$ cat src/hw/sim_pkg.sv
package sim_pkg;
    // ************************************************************
    // Register map
    // ************************************************************
    localparam logic [3:0] SIM_CSR_OFFSET     = 4'h0;
    localparam logic [7:0] SIM_CSR_RESET      = 8'h00;
    localparam int         SIM_BIT_SRC_SEL    = 7;
    localparam int         SIM_BIT_IRQ_EN     = 6;
    localparam int         SIM_BIT_CMP_FLAG   = 5;
    localparam int         SIM_BIT_LVD_CAUSE  = 4;
    localparam int         SIM_BIT_WDG_CAUSE  = 0;
    // ************************************************************
    // Reset delay
    // ************************************************************
    localparam int         SIM_DELAY_SHORT    = 256;
    localparam int         SIM_DELAY_LONG     = 4096;
    localparam int         SIM_CNT_W          = 13;
    // ************************************************************
    // Threshold levels
    // ************************************************************
    localparam logic [1:0] SIM_LVL_LOW        = 2'h0;
    localparam logic [1:0] SIM_LVL_MED        = 2'h1;
    localparam logic [1:0] SIM_LVL_HIGH       = 2'h2;
endpackage : sim_pkg

$ cat src/hw/sim_supply_monitor.sv
// Design decisions made here: the placing of the registers and the address-and-strobe port.
`timescale 1ns/1ps
module sim_supply_monitor
    import sim_pkg::*;
(
    // Clock and reset
    input  wire logic                 SYS_CLK,
    input  wire logic                 RST,
    // Static options
    input  wire logic                 LOW_SUPPLY_DETECTOR_EN,
    input  wire logic [1:0]           THRESHOLD_LEVEL,
    input  wire logic                 LONG_RESET_DELAY,
    // Comparator inputs
    input  wire logic                 LOW_SUPPLY_BELOW,
    input  wire logic                 MAIN_SUPPLY_BELOW,
    input  wire logic                 EXTERNAL_SENSE_BELOW,
    // Reset sources and reset pin
    input  wire logic                 WATCHDOG_RESET,
    input  wire logic                 RESET_PIN_IN,
    output logic                      RESET_PIN_OUT,
    output logic                      RESET_PIN_OE,
    output logic                      CORE_RESET,
    // CPU side
    input  wire logic                 CPU_GLOBAL_MASK,
    input  wire logic                 IRQ_SERVICE_ENTRY,
    input  wire logic                 HALT_MODE,
    input  wire logic                 WAIT_MODE,
    output logic                      IRQ_REQUEST,
    output logic                      WAKE_FROM_WAIT,
    output logic [1:0]                THRESHOLD_SELECT,
    // Register port
    input  wire logic [3:0]           REG_ADDR,
    input  wire logic [7:0]           REG_WDATA,
    input  wire logic                 REG_WR,
    input  wire logic                 REG_RD,
    output logic      [7:0]           REG_RDATA
);
    import sim_pkg::*;

    // ************************************************************
    // Reset sequencing
    // ************************************************************
    typedef enum logic [2:0] {
        SIM_RUN   = 3'b001,
        SIM_HOLD  = 3'b010,
        SIM_DELAY = 3'b100
    } sim_state_e;

    sim_state_e                 state_q;
    logic [SIM_CNT_W-1:0]       delay_q;
    logic                       lvd_active;
    logic                       any_reset;
    logic [SIM_CNT_W-1:0]       delay_len;

    assign lvd_active = LOW_SUPPLY_DETECTOR_EN & LOW_SUPPLY_BELOW;
    // The pin is only heard while we release it; otherwise our own pull would lock us in reset.
    assign any_reset  = lvd_active | WATCHDOG_RESET | (~RESET_PIN_IN & (state_q == SIM_RUN));
    assign delay_len  = LONG_RESET_DELAY ? SIM_CNT_W'(SIM_DELAY_LONG - 1)
                                         : SIM_CNT_W'(SIM_DELAY_SHORT - 1);

    always_ff @(posedge SYS_CLK or posedge RST) begin
        if (RST) begin
            state_q <= SIM_HOLD;
            delay_q <= '0;
        end else begin
            case (state_q)
                SIM_RUN: begin
                    if (any_reset) begin
                        state_q <= SIM_HOLD;
                    end
                end
                SIM_HOLD: begin
                    // Comparator hysteresis lives in the analog part; we follow its level.
                    if (!any_reset) begin
                        state_q <= SIM_DELAY;
                        delay_q <= delay_len;
                    end
                end
                SIM_DELAY: begin
                    if (any_reset) begin
                        state_q <= SIM_HOLD;
                    end else if (delay_q == '0) begin
                        state_q <= SIM_RUN;
                    end else begin
                        delay_q <= delay_q - 1'b1;
                    end
                end
                default: begin
                    state_q <= SIM_HOLD;
                end
            endcase
        end
    end

    assign CORE_RESET       = (state_q != SIM_RUN);
    // The pin is held low for the whole delay too, so the board sees one clean pulse.
    assign RESET_PIN_OUT    = 1'b0;
    assign RESET_PIN_OE     = lvd_active | (state_q != SIM_RUN);
    assign THRESHOLD_SELECT = THRESHOLD_LEVEL;

    // ************************************************************
    // Auxiliary comparator
    // ************************************************************
    logic src_sel_q;
    logic irq_en_q;
    logic flag_q;
    logic lvd_cause_q;
    logic wdg_cause_q;
    logic pend_q;
    logic flag_d;
    logic wr_csr;

    assign wr_csr = REG_WR && (REG_ADDR == SIM_CSR_OFFSET) && !HALT_MODE;
    assign flag_d = src_sel_q ? EXTERNAL_SENSE_BELOW : MAIN_SUPPLY_BELOW;

    // The flag also follows its source while the core is held in reset, so a fast power-up that
    // crosses the threshold inside the reset delay leaves no edge behind.
    always_ff @(posedge SYS_CLK or posedge RST) begin
        if (RST) begin
            flag_q <= 1'b0;
        end else if (!LOW_SUPPLY_DETECTOR_EN) begin
            flag_q <= 1'b0;
        end else if (CORE_RESET) begin
            flag_q <= flag_d;
        end else if (!HALT_MODE) begin
            flag_q <= flag_d;
        end
    end

    // ************************************************************
    // Control bits and reset causes
    // ************************************************************
    always_ff @(posedge SYS_CLK or posedge RST) begin
        if (RST) begin
            src_sel_q <= SIM_CSR_RESET[SIM_BIT_SRC_SEL];
            irq_en_q  <= SIM_CSR_RESET[SIM_BIT_IRQ_EN];
        end else if (CORE_RESET) begin
            src_sel_q <= SIM_CSR_RESET[SIM_BIT_SRC_SEL];
            irq_en_q  <= SIM_CSR_RESET[SIM_BIT_IRQ_EN];
        end else if (wr_csr) begin
            src_sel_q <= REG_WDATA[SIM_BIT_SRC_SEL];
            irq_en_q  <= REG_WDATA[SIM_BIT_IRQ_EN];
        end
    end

    always_ff @(posedge SYS_CLK or posedge RST) begin
        if (RST) begin
            lvd_cause_q <= SIM_CSR_RESET[SIM_BIT_LVD_CAUSE];
            wdg_cause_q <= SIM_CSR_RESET[SIM_BIT_WDG_CAUSE];
        end else if (lvd_active) begin
            lvd_cause_q <= 1'b1;
            wdg_cause_q <= 1'b0;
        end else if (WATCHDOG_RESET) begin
            wdg_cause_q <= 1'b1;
        end else if (wr_csr) begin
            // Software clears bits only by a zero write; a one leaves them alone.
            if (!REG_WDATA[SIM_BIT_LVD_CAUSE]) begin
                lvd_cause_q <= 1'b0;
            end
            if (!REG_WDATA[SIM_BIT_WDG_CAUSE]) begin
                wdg_cause_q <= 1'b0;
            end
        end
    end

    // ************************************************************
    // Interrupt request
    // ************************************************************
    logic irq_en_rise;
    logic flag_change;

    // Setting the enable counts as an event so a slow rise yields two requests.
    assign irq_en_rise = wr_csr && REG_WDATA[SIM_BIT_IRQ_EN] && !irq_en_q;
    assign flag_change = !CORE_RESET && !HALT_MODE && (flag_d != flag_q)
                         && LOW_SUPPLY_DETECTOR_EN;

    always_ff @(posedge SYS_CLK or posedge RST) begin
        if (RST) begin
            pend_q <= 1'b0;
        end else if (CORE_RESET || !LOW_SUPPLY_DETECTOR_EN) begin
            pend_q <= 1'b0;
        end else if ((flag_change && irq_en_q) || irq_en_rise) begin
            pend_q <= 1'b1;
        end else if (IRQ_SERVICE_ENTRY || (wr_csr && !REG_WDATA[SIM_BIT_IRQ_EN])) begin
            pend_q <= 1'b0;
        end
    end

    assign IRQ_REQUEST    = pend_q && irq_en_q && !CPU_GLOBAL_MASK;
    assign WAKE_FROM_WAIT = pend_q && irq_en_q && WAIT_MODE && !HALT_MODE;

    // ************************************************************
    // Read port
    // ************************************************************
    always_ff @(posedge SYS_CLK or posedge RST) begin
        if (RST) begin
            REG_RDATA <= 8'h00;
        end else if (REG_RD && (REG_ADDR == SIM_CSR_OFFSET)) begin
            REG_RDATA <= {src_sel_q, irq_en_q, flag_q, lvd_cause_q,
                          3'h0, wdg_cause_q};
        end else begin
            REG_RDATA <= 8'h00;
        end
    end

endmodule : sim_supply_monitor

$ cat config.mk
export PLATFORM = sky130hd
export DESIGN_NAME = sim_supply_monitor
export DESIGN_NICKNAME = d
export VERILOG_FILES = /design/src/hw/sim_pkg.sv /design/src/hw/sim_supply_monitor.sv
export SDC_FILE = /design/constraint.sdc
export NUM_CORES = 1
export LEC_CHECK = 0
export CAP_MARGIN = 20
export CORE_MARGIN = 3
export CORE_UTILIZATION = 55
export CTS_CLUSTER_DIAMETER = 80
export DETAILED_ROUTE_END_ITERATION = 8
export DONT_BUFFER_PORTS = 1
export MAX_ROUTING_LAYER = met4
export PLACE_DENSITY = 0.77
export SLEW_MARGIN = 10
export SYNTH_ARGS = -nofsm -noshare
export SYNTH_HDL_FRONTEND = slang
export SYNTH_SLANG_ARGS = --single-unit
$ cat constraint.sdc
create_clock -name SYS_CLK -period 2.4 [get_ports SYS_CLK]
set_input_delay 0.24 -clock SYS_CLK [delete_from_list [all_inputs] [get_ports SYS_CLK]]
set_output_delay 0.24 -clock SYS_CLK [all_outputs]
set_load 0.005 [all_outputs]
==> results of run 1 <==
-- Yosys cell counts (3+ instances only) --
cell type / count
mux2i_1: 6
nand3b_1: 5
nor3b_1: 4
buf_4: 7
a21oi_1: 4
or3_1: 5
inv_1: 6
nand2b_1: 3
nor4_1: 8
a221o_1: 3
nand2_1: 12
and3_1: 5
a32o_1: 3
nor3_1: 7
nor2_1: 10
dfrtp_1: 26
-- layout make-up --
class	instances	area [um2]
Fill cell	213	928
Multi-Input combinational cell	118	802
Sequential cell	27	677
Timing Repair Buffer	9	92.6
Tap cell	30	37.5
Clock buffer	3	22.5
Inverter	6	22.5
Clock inverter	1	7.51
-- power groups by stage --
stage	logic [mW]	clock network [mW]	registers, mW
after global routing	0.131	0.227	0.548
after detailed placement	0.111	0	0.547
after CTS	0.111	0.204	0.538
after global placement	0.107	0	0.543
after floorplan	0.104	0	0.530
final	0.119	0.196	0.541
-- flip-flops by register name (all words and copies together) (netlist names) --
register / cells
wdg_cause_q: 1
state_q: 3
pend_q: 1
REG_RDATA: 5
irq_en_q: 1
src_sel_q: 1
delay_q: 13
flag_q: 1
lvd_cause_q: 1
-- stage by stage --
| stage | power [mW] | util [%] | cells | hold WS [ns] | setup slack, ns |
|---|---|---|---|---|---|
| after detailed placement | 0.658 | 61.2 | 187 | 0.363 | 0.184 |
| final | 0.856 | 64.2 | 194 | 0.0272 | 0.163 |
| after global placement | 0.649 | 61.2 | 187 | 0.358 | 0.213 |
| after CTS | 0.854 | 62.3 | 191 | 0.00324 | 0.179 |
| after global routing | 0.906 | 64.2 | 194 | 0.00542 | 0.0642 |
| after floorplan | 0.634 | - | 160 | 0.292 | 0.291 |
-- cell families after synthesis --
kind of cell | share of synthesized area (%)
AND/OR/NAND/NOR | 29.9
buffers and inverters | 5.78
flip-flops | 43.5
adder cells (fa/ha/maj) | 1.61
AO/OA/AOI/OAI | 14.6
multiplexers | 3.86
other | 0.241
XOR/XNOR | 0.562
-- critical path, delay by kind of cell, from the launching register on --
kind	cells	cell delay (ns)
adders and majority gates	1	0.17
buffers and inverters	1	0.13
DFF	1	0.42
and+or+nand+nor	4	1.42
-- worst min path at each step --
| stage | startpoint | to |
|---|---|---|
| after floorplan | RST | REG_RDATA[0] |
| after global placement | LOW_SUPPLY_DETECTOR_EN | pend_q |
| after detailed placement | LOW_SUPPLY_DETECTOR_EN | pend_q |
| after CTS | LOW_SUPPLY_DETECTOR_EN | pend_q |
| after global routing | LOW_SUPPLY_DETECTOR_EN | flag_q |
| final | LOW_SUPPLY_DETECTOR_EN | flag_q |
-- metal layers --
metal	vias to the layer above	share of wire (%)	GRT usage, %
met5	-	0	-
met2	51	47	30.6
met4	0	1.4	6.15
li1	606	-	-
met1	599	44	27.8
met3	6	7.2	5.23
==> impl_metrics.tcl, run 1 <==
set metrics [dict create \
    cp_slowest_cell "or4b_2" \
    area_growth_syn_to_layout_pct 6.67 \
    drv_cap 0 \
    numPortBuffers 0 \
    rsz0062_at_grt "false" \
    fin_setup_tns_ns 0 \
    cts.sink_count 27 \
    start_util_pct 60.1 \
    vias 1262 \
    pwr-share-comb_pct 13.9 \
    start_kind "flop" \
    r2r_end "delay_q[4]" \
    antenna_found_initial 0 \
    placed_area_mm2 0.00158 \
    clkLatencyLatePin_ns 0.32 \
    slowest_delay_ns 0.66 \
    min_path_type "in -> reg" \
    wirelength_um 3290 \
    seq_power_share_pct 63.2 \
    hpwl_um 2520 \
    wire_per_inst_um 16.9 \
    criticalPathCategory "reg -> reg" \
    core_mm2 0.00259 \
    nNetsFinal 196 \
    synth_area_leaders "dfrtp_1, mux2i_1, buf_4" \
    clk_pin_slew_worst_paths_ns 0.14 \
    final_common_cell "dfrtp_1" \
    p_per_area_mw_per_mm2 515 \
    holdPathStages 1 \
    gp_congestion 0.882 \
    htree_levels 1 \
    synth-main-ff-cell "dfrtp_1" \
    n_antenna_cell 0 \
    clockRootBuffer "clkbuf_4" \
    drt_iter0_markers 56 \
    vdd_drop_max_mv 0.393 \
    synth_top_cell_by_area "dfrtp_1" \
    num_rows 18 \
    ys_seq_elements 27 \
    cts_resized 0 \
    p_leak_nw 0.668 \
    ctsHoldBuffers 0 \
    synthDistinctLibCells 49 \
    pin_count 44 \
    cts_setup_buffers 0 \
    cts_buffers 3 \
    timing.final.crit_share_pct 93.2 \
    synthCells 157 \
    netlist_area_mm2 0.00156 \
    finalSetupViolCount 0 \
    tightest_slew_ns 0.497 \
    switching_share_pct 28.3 \
    endpoint_kind "flop" \
    via_per_inst 6.51 \
    dr.pass1.iters 4 \
    finalHoldViolCount 0 \
    fin_skew_ns 0.00731 \
    r2r_cells 6 \
    r2r-start "delay_q[0]" \
    max_slew_margin_pct 66.8 \
    outcome "complete, no violations" \
    period_needed_ns 2.24 \
    cts_tree "done" \
    post-synth-top-area-fraction_pct 41.8 \
    grt_pass1_wl_um 5390 \
    grt_max_degree 28 \
    power.share.clock_pct 22.8 \
    drc 0 \
    yosysSeqAreaShare_pct 43.5 \
    p_int_uw 614 \
    synth_warnings 0 \
    drive_gt1_share_pct 12.8 \
    grt_pass1_vias 1175 \
    final_cell_area_mm2 0.00166 \
    startpoint "delay_q[0]" \
    avgSynthCellArea_um2 9.92 \
    mostFrequentLayoutCells "dfrtp_1, nand2_1, nor2_1" \
    crit_path_end "delay_q[4]" \
    worstPathMaxFanout 6 \
    fp.dieArea_mm2 0.00351 \
    cp_cell_sequence "inv_1 > ha_1 > or4b_2 > nor4_4 > nor4_1 > or3_1" \
    r2r_slack_ns 0.16 \
    synth_edf_count 0 \
    gr-total-overflow 0 \
    dieHeight_um 59.2 \
    required_ns 2.62 \
    ctsLongestPathBuffers 2 \
    clock.fmax_ghz 0.447 \
    p_switching_uw 242 \
    die_w_um 59.2 \
    grt.total_usage_pct 20.7 \
    slew_viol_final 0 \
    arrival_ns 2.46 \
    ant_nets 0 \
    synthArstFlopShare_pct 100 \
]
Power figures use the tool's default switching activity.
==> run 2, diff against run 1 <==
==> constraint.sdc (replaced) <==
create_clock -name SYS_CLK -period 2.4 [get_ports SYS_CLK]
set_input_delay 0.24 -clock SYS_CLK [delete_from_list [all_inputs] [get_ports SYS_CLK]]
set_output_delay 0.24 -clock SYS_CLK [all_outputs]
set_load 0.1 [all_outputs]
==> run 2 against run 1 <==
Net effect:
- critical path depth up 1
- cell count rose by 3.1%
- critical path type unchanged
- maximum frequency fell by 2.3%
- register-to-register slack worse by 0.05 ns
- highest routed layer unchanged
- final area is 2.9% higher
- critical endpoint unchanged
- via count grew 1.1%
- largest power group unchanged
==> impl_metrics.tcl, run 2 (same netlist as run 1, synthesis figures left out) <==
set metrics [dict create \
    cts_tree "done" \
    p_total_uw 892 \
    gp_congestion 0.892 \
    endpoint_kind "flop" \
    finalSetupViolCount 0 \
    final_core_util_pct 66.0 \
    fp.dieArea_mm2 0.00351 \
    criticalPathCategory "reg -> reg" \
    drt_iter0_markers 52 \
    rsz0062_at_grt "false" \
    start_util_pct 60.1 \
    vias 1276 \
    cts_buffers 3 \
    hpwl_um 2490 \
    r2r_cells 7 \
    drive_gt1_share_pct 17.1 \
    largest_register_ffs 13 \
    period_needed_ns 2.29 \
    timing.final.crit_share_pct 95.4 \
    outcome "complete, no violations" \
    min_path_type "in -> reg" \
    ant_nets 0 \
    fin_skew_ns 0.0111 \
    tightest_slew_ns 0.863 \
    wirelength_um 3430 \
    fillCellCount 200 \
    mostFrequentLayoutCells "dfrtp_1, nand2_1, buf_4" \
    dr.pass1.iters 4 \
    p_per_area_mw_per_mm2 521 \
    r2r-start "delay_q[0]" \
    top_register "delay_q" \
    die_w_um 59.2 \
    core_mm2 0.00259 \
    multiInputGateArea_um2 816 \
    grt.total_usage_pct 21.6 \
    dieHeight_um 59.2 \
    gr-total-overflow 0 \
    n_antenna_cell 0 \
    cts.sink_count 27 \
    slew_viol_final 0 \
    r2r_end "delay_q[4]" \
    crit_path_end "delay_q[4]" \
    final_cell_area_mm2 0.00171 \
    clk_pin_slew_worst_paths_ns 0.15 \
    pin_count 44 \
    via_per_inst 6.38 \
    fin_setup_tns_ns 0 \
    clockRootBuffer "clkbuf_4" \
    arrival_ns 2.52 \
    worstPathMaxFanout 6 \
    htree_levels 1 \
    vdd_drop_max_mv 0.525 \
    startpoint "delay_q[0]" \
    num_rows 18 \
    nNetsFinal 202 \
    seqCellArea_um2 677 \
    top_regs "delay_q x13, REG_RDATA x5, state_q x3" \
    final_common_cell "dfrtp_1" \
    antenna_found_initial 0 \
    clock.fmax_ghz 0.437 \
    drv_cap 0 \
    p_leak_nw 0.696 \
    area_growth_syn_to_layout_pct 9.80 \
    grt_max_degree 28 \
    required_ns 2.63 \
    r2r_slack_ns 0.11 \
    placed_area_mm2 0.00163 \
    ctsLongestPathBuffers 2 \
    clkLatencyLatePin_ns 0.33 \
    wire_per_inst_um 17.2 \
    start_kind "flop" \
    max_slew_margin_pct 42.5 \
    grt_pass1_vias 1193 \
    numPortBuffers 0 \
    drc 0 \
    finalHoldViolCount 0 \
    grt_pass1_wl_um 5640 \
]
==> run 2: stage by stage <==
step                worst slack [ns]  hold slack, ns  std cells
finish                         0.111          0.0359        200
global route                  0.0286         0.00802        200
CTS                            0.137          0.0154        196
detailed placement             0.160           0.359        191
global placement               0.195           0.359        191
floorplan                      0.291           0.292        160
==> run 2: layer usage <==
metal	GRT usage, %	vias to the layer above	wire, um
met5	-	-	0
met4	4.85	0	34
met2	31.7	42	1660
met3	5.01	4	181
li1	-	614	-
met1	30.3	616	1560
==> run 2: how the worst min path moves through the flow <==
stage                                 startpoint            to  slack (ns)  cells past startpoint
after floorplan                              RST  REG_RDATA[0]        0.29                      1
after global placement    LOW_SUPPLY_DETECTOR_EN        pend_q        0.36                      2
after detailed placement  LOW_SUPPLY_DETECTOR_EN        pend_q        0.36                      2
after CTS                 LOW_SUPPLY_DETECTOR_EN        flag_q        0.02                      1
after global routing                REG_WDATA[4]   lvd_cause_q       0.008                      2
final                             WATCHDOG_RESET   wdg_cause_q        0.04                      1
==> run 2: worst max-delay path, cell delays in order (launching register included) <==
cell and delay (ns):
dfrtp_1 0.43, inv_2 0.10, ha_1 0.17, or4b_2 0.66, nor4_4 0.27, buf_4 0.18, nor4_1 0.05, or3_1 0.34
==> run 2: area by class of cell <==
type	instances	area share [%]
inverters	6	1.32
clock buffers	3	1.32
well taps	30	2.19
repair buffers	15	7.46
clock inverters	1	0.439
flip-flops and latches	27	39.6
multi-input cells	118	47.7
==> run 2: repair_timing <==
action / 4_1_cts / 5_1_grt
buffers inserted: 0 / 1
endpoints found under the hold margin: 1 / 14
resized for setup: 0 / 1
endpoints found under the setup margin: 0 / 1
hold buffers: 1 / 2
==> run 2: power by group <==
part | total, mW | leakage, nW | internal [mW] | switching (mW)
sequential | 0.545 | 0.315 | 0.489 | 0.0560
clock | 0.199 | 0.0139 | 0.0638 | 0.135
combinational | 0.148 | 0.367 | 0.0605 | 0.0874
